`config.mk`:
```
export PLATFORM = sky130hd
export DESIGN_NAME = ssd_top
export DESIGN_NICKNAME = d
export VERILOG_FILES = /design/src/hdl/ssd_alu.v /design/src/hdl/ssd_top.v
export VERILOG_INCLUDE_DIRS = /design/src /design/src/hdl
export SDC_FILE = /design/constraint.sdc
export NUM_CORES = 1
export LEC_CHECK = 0
export BUFFER_PORTS_ARGS = -buffer_cell sky130_fd_sc_hd__buf_2
export CORE_ASPECT_RATIO = 1.4
export CORE_UTILIZATION = 48
export CTS_BUF_LIST = sky130_fd_sc_hd__clkbuf_8
export CTS_CLUSTER_SIZE = 8
export DETAILED_ROUTE_END_ITERATION = 10
export PLACE_DENSITY = 0.67
export SYNTH_ARGS = -nofsm -noshare
export SYNTH_HDL_FRONTEND = slang
export SYNTH_SLANG_ARGS = --single-unit
```
`constraint.sdc`:
```
create_clock -name clock -period 6.5 [get_ports clock]
set_clock_uncertainty 0.1 [all_clocks]
set_input_delay 1.3 -clock clock [delete_from_list [all_inputs] [get_ports clock]]
set_output_delay 1.3 -clock clock [all_outputs]
set_load 0.02 [all_outputs]
```
`src/hdl/ssd_regs.vh`:
```
// register map, field positions and codes for the subtract/swap datapath
`ifndef SSD_REGS_VH
`define SSD_REGS_VH

`define SSD_ADDR_W        12
`define SSD_DATA_W        32

`define SSD_CTRL_ADDR     12'h000
`define SSD_OPND_ADDR     12'h004
`define SSD_ACC_ADDR      12'h008
`define SSD_STAT_ADDR     12'h00C
`define SSD_MEM_BASE_HI   6'h01
`define SSD_MEM_DEPTH     16

`define SSD_CTRL_OP_LO    0
`define SSD_CTRL_OP_HI    1
`define SSD_CTRL_GO_BIT   4
`define SSD_OPND_IMM_LO   0
`define SSD_OPND_IMM_HI   7
`define SSD_OPND_IDX_LO   8
`define SSD_OPND_IDX_HI   11

`define SSD_OP_SUB_MEM    2'h0
`define SSD_OP_SUB_TO_MEM 2'h1
`define SSD_OP_SUB_IMM    2'h2
`define SSD_OP_SWAP       2'h3

`define SSD_FLAG_C        0
`define SSD_FLAG_AC       1
`define SSD_FLAG_Z        2
`define SSD_FLAG_OV       3

`define SSD_RESP_OKAY     2'h0
`define SSD_RESP_DECERR   2'h3

`define SSD_RST_BYTE      8'h00
`define SSD_RST_FLAGS     4'h0
`define SSD_RST_OP        2'h0
`define SSD_RST_IDX       4'h0
`define SSD_ZERO_WORD     32'h0000_0000

`endif

```
`src/hdl/ssd_alu.v`:
```
// subtract with flag generation and nibble swap, purely combinational
`timescale 1ns/1ps
`include "ssd_regs.vh"

module ssd_alu (
	input  wire [7:0] minuend,
	input  wire [7:0] subtrahend,
	input  wire [7:0] swap_src,
	output wire [7:0] difference,
	output wire       carry_flag,
	output wire       half_carry_flag,
	output wire       zero_flag,
	output wire       overflow_flag,
	output wire [7:0] swapped
);
	wire [8:0] full_diff;
	wire [4:0] low_diff;

	assign full_diff       = {1'b0, minuend} - {1'b0, subtrahend};
	assign low_diff        = {1'b0, minuend[3:0]} - {1'b0, subtrahend[3:0]};
	assign difference      = full_diff[7:0];
	// borrow out of bit 7 clears carry, no borrow sets it
	assign carry_flag      = ~full_diff[8];
	assign half_carry_flag = low_diff[4];
	assign zero_flag       = (full_diff[7:0] == 8'h00);
	assign overflow_flag   = (minuend[7] ^ subtrahend[7]) &
	                         (full_diff[7] ^ minuend[7]);
	assign swapped         = {swap_src[3:0], swap_src[7:4]};
endmodule // ssd_alu

```
`src/hdl/ssd_top.v`:
```
// AXI4-Lite reachable accumulator datapath: three subtracts and nibble swap
// Functional notes
// - register-operand subtract writes accumulator minus memory byte to the accumulator.
// - memory-destination subtract writes accumulator minus memory byte back to that byte.
// - immediate subtract writes accumulator minus the immediate to the accumulator.
// - every subtract leaves carry 0 on a borrow and 1 when the difference is zero or positive.
// - swap exchanges the two nibbles of the addressed memory byte in place.
//
// The register offsets and register access over AXI4-Lite were decided locally.
`timescale 1ns/1ps
`include "ssd_regs.vh"

module ssd_top (
	input  wire                     clock,
	input  wire                     reset,
	input  wire [`SSD_ADDR_W-1:0]   s_axi_awaddr,
	input  wire [2:0]               s_axi_awprot,
	input  wire                     s_axi_awvalid,
	output reg                      s_axi_awready,
	input  wire [`SSD_DATA_W-1:0]   s_axi_wdata,
	input  wire [3:0]               s_axi_wstrb,
	input  wire                     s_axi_wvalid,
	output reg                      s_axi_wready,
	output reg  [1:0]               s_axi_bresp,
	output reg                      s_axi_bvalid,
	input  wire                     s_axi_bready,
	input  wire [`SSD_ADDR_W-1:0]   s_axi_araddr,
	input  wire [2:0]               s_axi_arprot,
	input  wire                     s_axi_arvalid,
	output reg                      s_axi_arready,
	output reg  [`SSD_DATA_W-1:0]   s_axi_rdata,
	output reg  [1:0]               s_axi_rresp,
	output reg                      s_axi_rvalid,
	input  wire                     s_axi_rready
);
	reg  [`SSD_ADDR_W-1:0]  waddr_r;
	reg  [`SSD_DATA_W-1:0]  wdata_r;
	reg  [3:0]              wstrb_r;
	reg                     aw_held_r;
	reg                     w_held_r;
	reg  [7:0]              accumulator_reg_r;
	reg  [3:0]              flags_r;
	reg  [1:0]              op_r;
	reg  [7:0]              imm_r;
	reg  [3:0]              idx_r;
	reg  [7:0]              mem_r [0:`SSD_MEM_DEPTH-1];

	wire                    commit;
	wire                    wr_ctrl;
	wire                    wr_opnd;
	wire                    wr_acc;
	wire                    wr_stat;
	wire                    wr_mem;
	wire                    wr_hit;
	wire                    go;
	wire [1:0]              go_op;
	wire [7:0]              mem_operand;
	wire [7:0]              subtrahend;
	wire [7:0]              difference;
	wire [7:0]              swapped;
	wire                    carry_flag;
	wire                    half_carry_flag;
	wire                    zero_flag;
	wire                    overflow_flag;
	wire                    exec_mem_we;
	wire [7:0]              exec_mem_data;
	reg  [`SSD_DATA_W-1:0]  rd_word;
	reg                     rd_hit;

	// write decode happens on the held address once both halves are in
	assign commit  = aw_held_r & w_held_r & ~s_axi_bvalid;
	assign wr_ctrl = commit & (waddr_r == `SSD_CTRL_ADDR) & wstrb_r[0];
	assign wr_opnd = commit & (waddr_r == `SSD_OPND_ADDR);
	assign wr_acc  = commit & (waddr_r == `SSD_ACC_ADDR) & wstrb_r[0];
	assign wr_stat = commit & (waddr_r == `SSD_STAT_ADDR) & wstrb_r[0];
	assign wr_mem  = commit & (waddr_r[11:6] == `SSD_MEM_BASE_HI) &
	                 wstrb_r[0];
	assign wr_hit  = (waddr_r == `SSD_CTRL_ADDR) |
	                 (waddr_r == `SSD_OPND_ADDR) |
	                 (waddr_r == `SSD_ACC_ADDR) |
	                 (waddr_r == `SSD_STAT_ADDR) |
	                 (waddr_r[11:6] == `SSD_MEM_BASE_HI);

	// execution runs in the same edge as the control write; operands are
	// whatever the operand register and memory hold at that moment
	assign go    = wr_ctrl & wdata_r[`SSD_CTRL_GO_BIT];
	assign go_op = wdata_r[`SSD_CTRL_OP_HI:`SSD_CTRL_OP_LO];

	assign mem_operand = mem_r[idx_r];
	assign subtrahend  = (go_op == `SSD_OP_SUB_IMM) ? imm_r
	                                                : mem_operand;

	ssd_alu u_alu (
		.minuend         (accumulator_reg_r),
		.subtrahend      (subtrahend),
		.swap_src        (mem_operand),
		.difference      (difference),
		.carry_flag      (carry_flag),
		.half_carry_flag (half_carry_flag),
		.zero_flag       (zero_flag),
		.overflow_flag   (overflow_flag),
		.swapped         (swapped)
	);

	assign exec_mem_we   = go & ((go_op == `SSD_OP_SUB_TO_MEM) |
	                             (go_op == `SSD_OP_SWAP));
	assign exec_mem_data = (go_op == `SSD_OP_SWAP) ? swapped
	                                               : difference;

	// write channel: address and data taken in either order
	always @(posedge clock) begin
		if (reset) begin
			s_axi_awready <= 1'b1;
			s_axi_wready  <= 1'b1;
			s_axi_bvalid  <= 1'b0;
			s_axi_bresp   <= `SSD_RESP_OKAY;
			aw_held_r     <= 1'b0;
			w_held_r      <= 1'b0;
			waddr_r       <= {`SSD_ADDR_W{1'b0}};
			wdata_r       <= `SSD_ZERO_WORD;
			wstrb_r       <= 4'h0;
		end else begin
			if (s_axi_awvalid & s_axi_awready) begin
				waddr_r       <= s_axi_awaddr;
				aw_held_r     <= 1'b1;
				s_axi_awready <= 1'b0;
			end
			if (s_axi_wvalid & s_axi_wready) begin
				wdata_r      <= s_axi_wdata;
				wstrb_r      <= s_axi_wstrb;
				w_held_r     <= 1'b1;
				s_axi_wready <= 1'b0;
			end
			if (commit) begin
				aw_held_r    <= 1'b0;
				w_held_r     <= 1'b0;
				s_axi_bvalid <= 1'b1;
				s_axi_bresp  <= wr_hit ? `SSD_RESP_OKAY : `SSD_RESP_DECERR;
			end
			if (s_axi_bvalid & s_axi_bready) begin
				s_axi_bvalid  <= 1'b0;
				s_axi_awready <= 1'b1;
				s_axi_wready  <= 1'b1;
			end
		end
	end

	// control and operand registers
	always @(posedge clock) begin
		if (reset) begin
			op_r  <= `SSD_RST_OP;
			imm_r <= `SSD_RST_BYTE;
			idx_r <= `SSD_RST_IDX;
		end else begin
			if (wr_ctrl)
				op_r <= go_op;
			if (wr_opnd & wstrb_r[0])
				imm_r <= wdata_r[`SSD_OPND_IMM_HI:`SSD_OPND_IMM_LO];
			if (wr_opnd & wstrb_r[1])
				idx_r <= wdata_r[`SSD_OPND_IDX_HI:`SSD_OPND_IDX_LO];
		end
	end

	// accumulator and flags; software writes never coincide with go
	always @(posedge clock) begin
		if (reset) begin
			accumulator_reg_r <= `SSD_RST_BYTE;
			flags_r           <= `SSD_RST_FLAGS;
		end else if (go) begin
			if (go_op == `SSD_OP_SUB_MEM) begin
				accumulator_reg_r <= difference;
			end else if (go_op == `SSD_OP_SUB_IMM) begin
				accumulator_reg_r <= difference;
			end
			// swap keeps flags; every subtract form loads all four
			if (go_op != `SSD_OP_SWAP) begin
				flags_r[`SSD_FLAG_C]  <= carry_flag;
				flags_r[`SSD_FLAG_AC] <= half_carry_flag;
				flags_r[`SSD_FLAG_Z]  <= zero_flag;
				flags_r[`SSD_FLAG_OV] <= overflow_flag;
			end
		end else begin
			if (wr_acc)
				accumulator_reg_r <= wdata_r[7:0];
			if (wr_stat)
				flags_r <= wdata_r[3:0];
		end
	end

	// data memory, one byte per entry
	genvar gi;
	generate
		for (gi = 0; gi < `SSD_MEM_DEPTH; gi = gi + 1) begin : g_mem
			always @(posedge clock) begin
				if (reset) begin
					mem_r[gi] <= `SSD_RST_BYTE;
				end else if (exec_mem_we && idx_r == gi) begin
					mem_r[gi] <= exec_mem_data;
				end else if (wr_mem && waddr_r[5:2] == gi) begin
					mem_r[gi] <= wdata_r[7:0];
				end
			end
		end
	endgenerate

	// read decode
	always @* begin
		rd_word = `SSD_ZERO_WORD;
		rd_hit  = 1'b1;
		if (s_axi_araddr == `SSD_CTRL_ADDR) begin
			rd_word[`SSD_CTRL_OP_HI:`SSD_CTRL_OP_LO] = op_r;
		end else if (s_axi_araddr == `SSD_OPND_ADDR) begin
			rd_word[`SSD_OPND_IMM_HI:`SSD_OPND_IMM_LO] = imm_r;
			rd_word[`SSD_OPND_IDX_HI:`SSD_OPND_IDX_LO] = idx_r;
		end else if (s_axi_araddr == `SSD_ACC_ADDR) begin
			rd_word[7:0] = accumulator_reg_r;
		end else if (s_axi_araddr == `SSD_STAT_ADDR) begin
			rd_word[3:0] = flags_r;
		end else if (s_axi_araddr[11:6] == `SSD_MEM_BASE_HI) begin
			rd_word[7:0] = mem_r[s_axi_araddr[5:2]];
		end else begin
			rd_hit = 1'b0;
		end
	end

	// read channel: data captured at the address handshake
	always @(posedge clock) begin
		if (reset) begin
			s_axi_arready <= 1'b1;
			s_axi_rvalid  <= 1'b0;
			s_axi_rdata   <= `SSD_ZERO_WORD;
			s_axi_rresp   <= `SSD_RESP_OKAY;
		end else begin
			if (s_axi_arvalid & s_axi_arready) begin
				s_axi_arready <= 1'b0;
				s_axi_rvalid  <= 1'b1;
				s_axi_rdata   <= rd_word;
				s_axi_rresp   <= rd_hit ? `SSD_RESP_OKAY : `SSD_RESP_DECERR;
			end else if (s_axi_rvalid & s_axi_rready) begin
				s_axi_rvalid  <= 1'b0;
				s_axi_arready <= 1'b1;
			end
		end
	end
endmodule // ssd_top

```
==> results.ini <==
[sta]
maxSlewViolCount=0
hold_violations=0
rsz0062_at_grt=false
tns_ns=0
finalCritPeriodShare=0.7589
fmax_ghz=0.2027
period_needed_ns=4.933
maxSlewHeadroom=0.1064
setup_viol=0
hold_ws_ns=0.3555
max_slew.worst_pin.slew_ns=1.331

[synthesis]
synth-edff-count=128
synth_cell_types=72
synthFlopType=edfxtp_1
async_flop_share=0
synth_area_mm2=0.01206
synthCells=1152
ys_warn_count=0
synth_seq_area_share=0.4465
ys_ff_latch=205
avgSynthCellArea_um2=10.47

[drt]
wl_per_cell_um=27.85
dr.pass1.iters=6
drc_errors=0
wl_met2_um=20790
vias=10008
top_layer=met4
vias_per_cell=6.619
drt_wl_total_um=42110
drt_iter0_drc=1434
drtAntennaViolNets=0
wl_met1_um=14490
wl_met3_um=3797

[critical_path]
cp-start-kind=flip-flop
critPathMaxFanout=16
worstPathArrival_ns=5.06
critPathKind=reg2reg
critical_path_required_ns=6.63
end_kind=flip-flop
cp_slowest_cell=dfxtp_1
slowest_delay_ns=0.96
worstPathCellList=mux4_1, nor2b_1, a211oi_1, a31oi_1, mux2_2, ha_1, inv_1, fa_1, a21o_1, a21oi_1, xor2_1, nor2_1, a21oi_4, o22ai_1
reg2reg_depth=14

[global_route]
grt_usage=0.3349
grt_start_max_net_pins=59
grt_pass1_vias=9630
grt-ovfl-total=0
grt_pass1_wl_um=61760
antenna_found_initial=0

[worst_hold_path]
hold_depth=2
timing.hold.worst.class=reg2reg

[pwr]
leakage_nw=4.506
intPower_w=0.002023
seqPwrFrac=0.523
switching_share=0.2788
clkPwrFrac=0.362
combPwrFrac=0.116
power_density_mw_per_mm2=217.0
irDropWorstVdd_v=0.0001740
power_switching_w=0.0007822
power.total_w=0.002806

[run_status]
status=completed

[floorplanning]
dieHeight_um=189.6
initial_utilization=0.4888
ios=114
fp.dieW_um=136.0
coreArea_mm2=0.02467
dieArea_mm2=0.02577
core.rowCount=68

[cells_and_area]
multi_input_area_mm2=0.006050
drive_gt1_frac=0.1788
syn_to_final_growth_pct=7.190
antenna_cells=0
fillCellCount=2261
stdcell_area_mm2=0.01293
regArea_mm2=0.005385
nets=1265

[clock_network]
numClockSinks=205
cts_tree=done
cts_root_buf=clkbuf_8
cts_buffer_depth=3
h-tree-depth=2
postCtsSetupBuffers=0
cts_buffers=34
clk_latency_ns=0.52
cts_hold_buf=0
clk_transition_reported_paths_ns=0.06
ctsResizeCount=0

[placed_design]
post_dp_cell_area_mm2=0.01236
port_buffers=65
gp_congestion=1.026
place_hpwl_um=30560

[run]
max_cap_violations=0

[power groups by stage]
stage	logic, W	clock network, W	registers, W
after global placement	0.000314	0	0.00149
after floorplan	0.000227	0	0.00147
after detailed placement	0.000315	0	0.00149
after CTS	0.000316	0.00101	0.00147
after global routing	0.000342	0.00107	0.00147
final	0.000324	0.00101	0.00147
[cell usage after synthesis (3+ instances only)]
| cell type | instances | share of area |
|---|---|---|
| nand3b_1 | 4 | 0.0025 |
| mux2i_1 | 38 | 0.032 |
| edfxtp_1 | 128 | 0.32 |
| nor2b_1 | 18 | 0.0093 |
| buf_2 | 18 | 0.0075 |
| buf_1 | 10 | 0.0031 |
| o21ai_1 | 36 | 0.015 |
| xnor2_1 | 3 | 0.0022 |
| buf_6 | 6 | 0.0056 |
| nor2_2 | 3 | 0.0016 |
| o21ai_0 | 67 | 0.028 |
| a31oi_1 | 7 | 0.0036 |
| mux4_2 | 49 | 0.092 |
| a211oi_1 | 13 | 0.0081 |
| and2_1 | 10 | 0.0052 |
| buf_4 | 28 | 0.017 |
| and3_1 | 6 | 0.0031 |
| inv_1 | 15 | 0.0047 |
| nand4_1 | 4 | 0.0021 |
| nor4_1 | 3 | 0.0016 |
| ha_1 | 9 | 0.0093 |
| nand3_1 | 41 | 0.017 |
| a22o_1 | 59 | 0.043 |
| nand2b_1 | 7 | 0.0036 |
| or3_1 | 4 | 0.0021 |
| nor2_1 | 63 | 0.020 |
| nand2_1 | 156 | 0.049 |
| nand2_2 | 5 | 0.0026 |
| nor3_2 | 6 | 0.0050 |
| o21a_1 | 3 | 0.0019 |
| nor3_1 | 31 | 0.013 |
| o221ai_1 | 3 | 0.0022 |
| o22ai_1 | 27 | 0.014 |
| dfxtp_1 | 77 | 0.13 |
| buf_12 | 3 | 0.0050 |
| mux4_1 | 15 | 0.033 |
| a21oi_1 | 84 | 0.035 |
| clkbuf_1 | 43 | 0.013 |
| mux2_2 | 7 | 0.0065 |
[worst paths after layout]
kind / slack [ns] / endpoint / startpoint
worst max-delay path: 1.57 / mem_r[7][4] / flip-flop
worst max register to register: 1.57 / mem_r[7][4] / flip-flop
worst min register to register: 0.36 / waddr_r[11] / waddr_r[11]
worst min-delay path: 0.36 / waddr_r[11] / waddr_r[11]
[cell usage in the layout (no fill, tap or decap), drive strengths merged, types with 3 or more instances in the layout]
cell type,count
nand2,161
edfxtp,128
o21ai,104
a21oi,85
buf,85
dfxtp,77
nor2,66
mux4,64
a22o,60
nand3,42
mux2i,38
nor3,38
clkbuf,35
o22ai,27
inv,24
conb,20
nor2b,18
a211oi,14
and2,11
ha,9
mux2,8
a31oi,7
nand2b,7
and3,6
or3,6
clkinv,6
nor4,5
nand3b,4
nand4,4
xnor2,3
o21a,3
o221ai,3
a21o,3
[worst max-delay path: cells and delay by family (launching register included)]
family,cells,cell delay (ns)
flip-flops,1,0.96
adder cells (fa/ha/maj),2,0.59
multiplexers,2,0.57
buffers and inverters,1,0.05
AND/OR/NAND/NOR,2,0.43
XOR/XNOR,1,0.34
AO/OA/AOI/OAI,6,1.60
[kinds of logic (layout without fill, tap and decap cells)]
logic type	Yosys count	in the layout	share of synthesized area
compound gates	321	321	0.1681
xor+xnor	5	5	0.003632
fa+ha+maj	10	10	0.01100
buf+inv	126	152	0.05779
flops	205	205	0.4465
mux	110	110	0.1635
other cells	1	20	0.0003109
simple gates	374	374	0.1492
[metrics by stage]
stage	std cells	setup WS, ns	utilization
3_5_place_dp	1461	1.739	0.5011
5_1_grt	1512	1.375	0.5239
4_1_cts	1512	1.731	0.5239
3_3_place_gp	1461	1.748	0.5011
2_1_floorplan	1171	2.669	-
6_report	1512	1.567	0.5239
[registers in the layout (all words and copies together), names as in the netlist, 2 cells and up, named ones only]
name,flops
op_r,2
waddr_r,12
idx_r,4
s_axi_rdata,12
wstrb_r,2
wdata_r,12
accumulator_reg_r,8
mem_r,128
flags_r,4
imm_r,8
[metal layers]
metal	global-route usage	vias up
met2	0.5636	636
met5	0	-
met4	0.2175	0
met1	0.3990	4816
met3	0.04610	164
li1	-	4392
[cell type report]
class / count / area share
repair buffers: 85 / 0.03678
inverters: 16 / 0.004646
multi-input cells: 840 / 0.4680
flip-flops and latches: 205 / 0.4166
well taps: 315 / 0.03049
clock inverters: 16 / 0.006291
clock buffers: 35 / 0.03726
(Power assumes the default switching activity.)
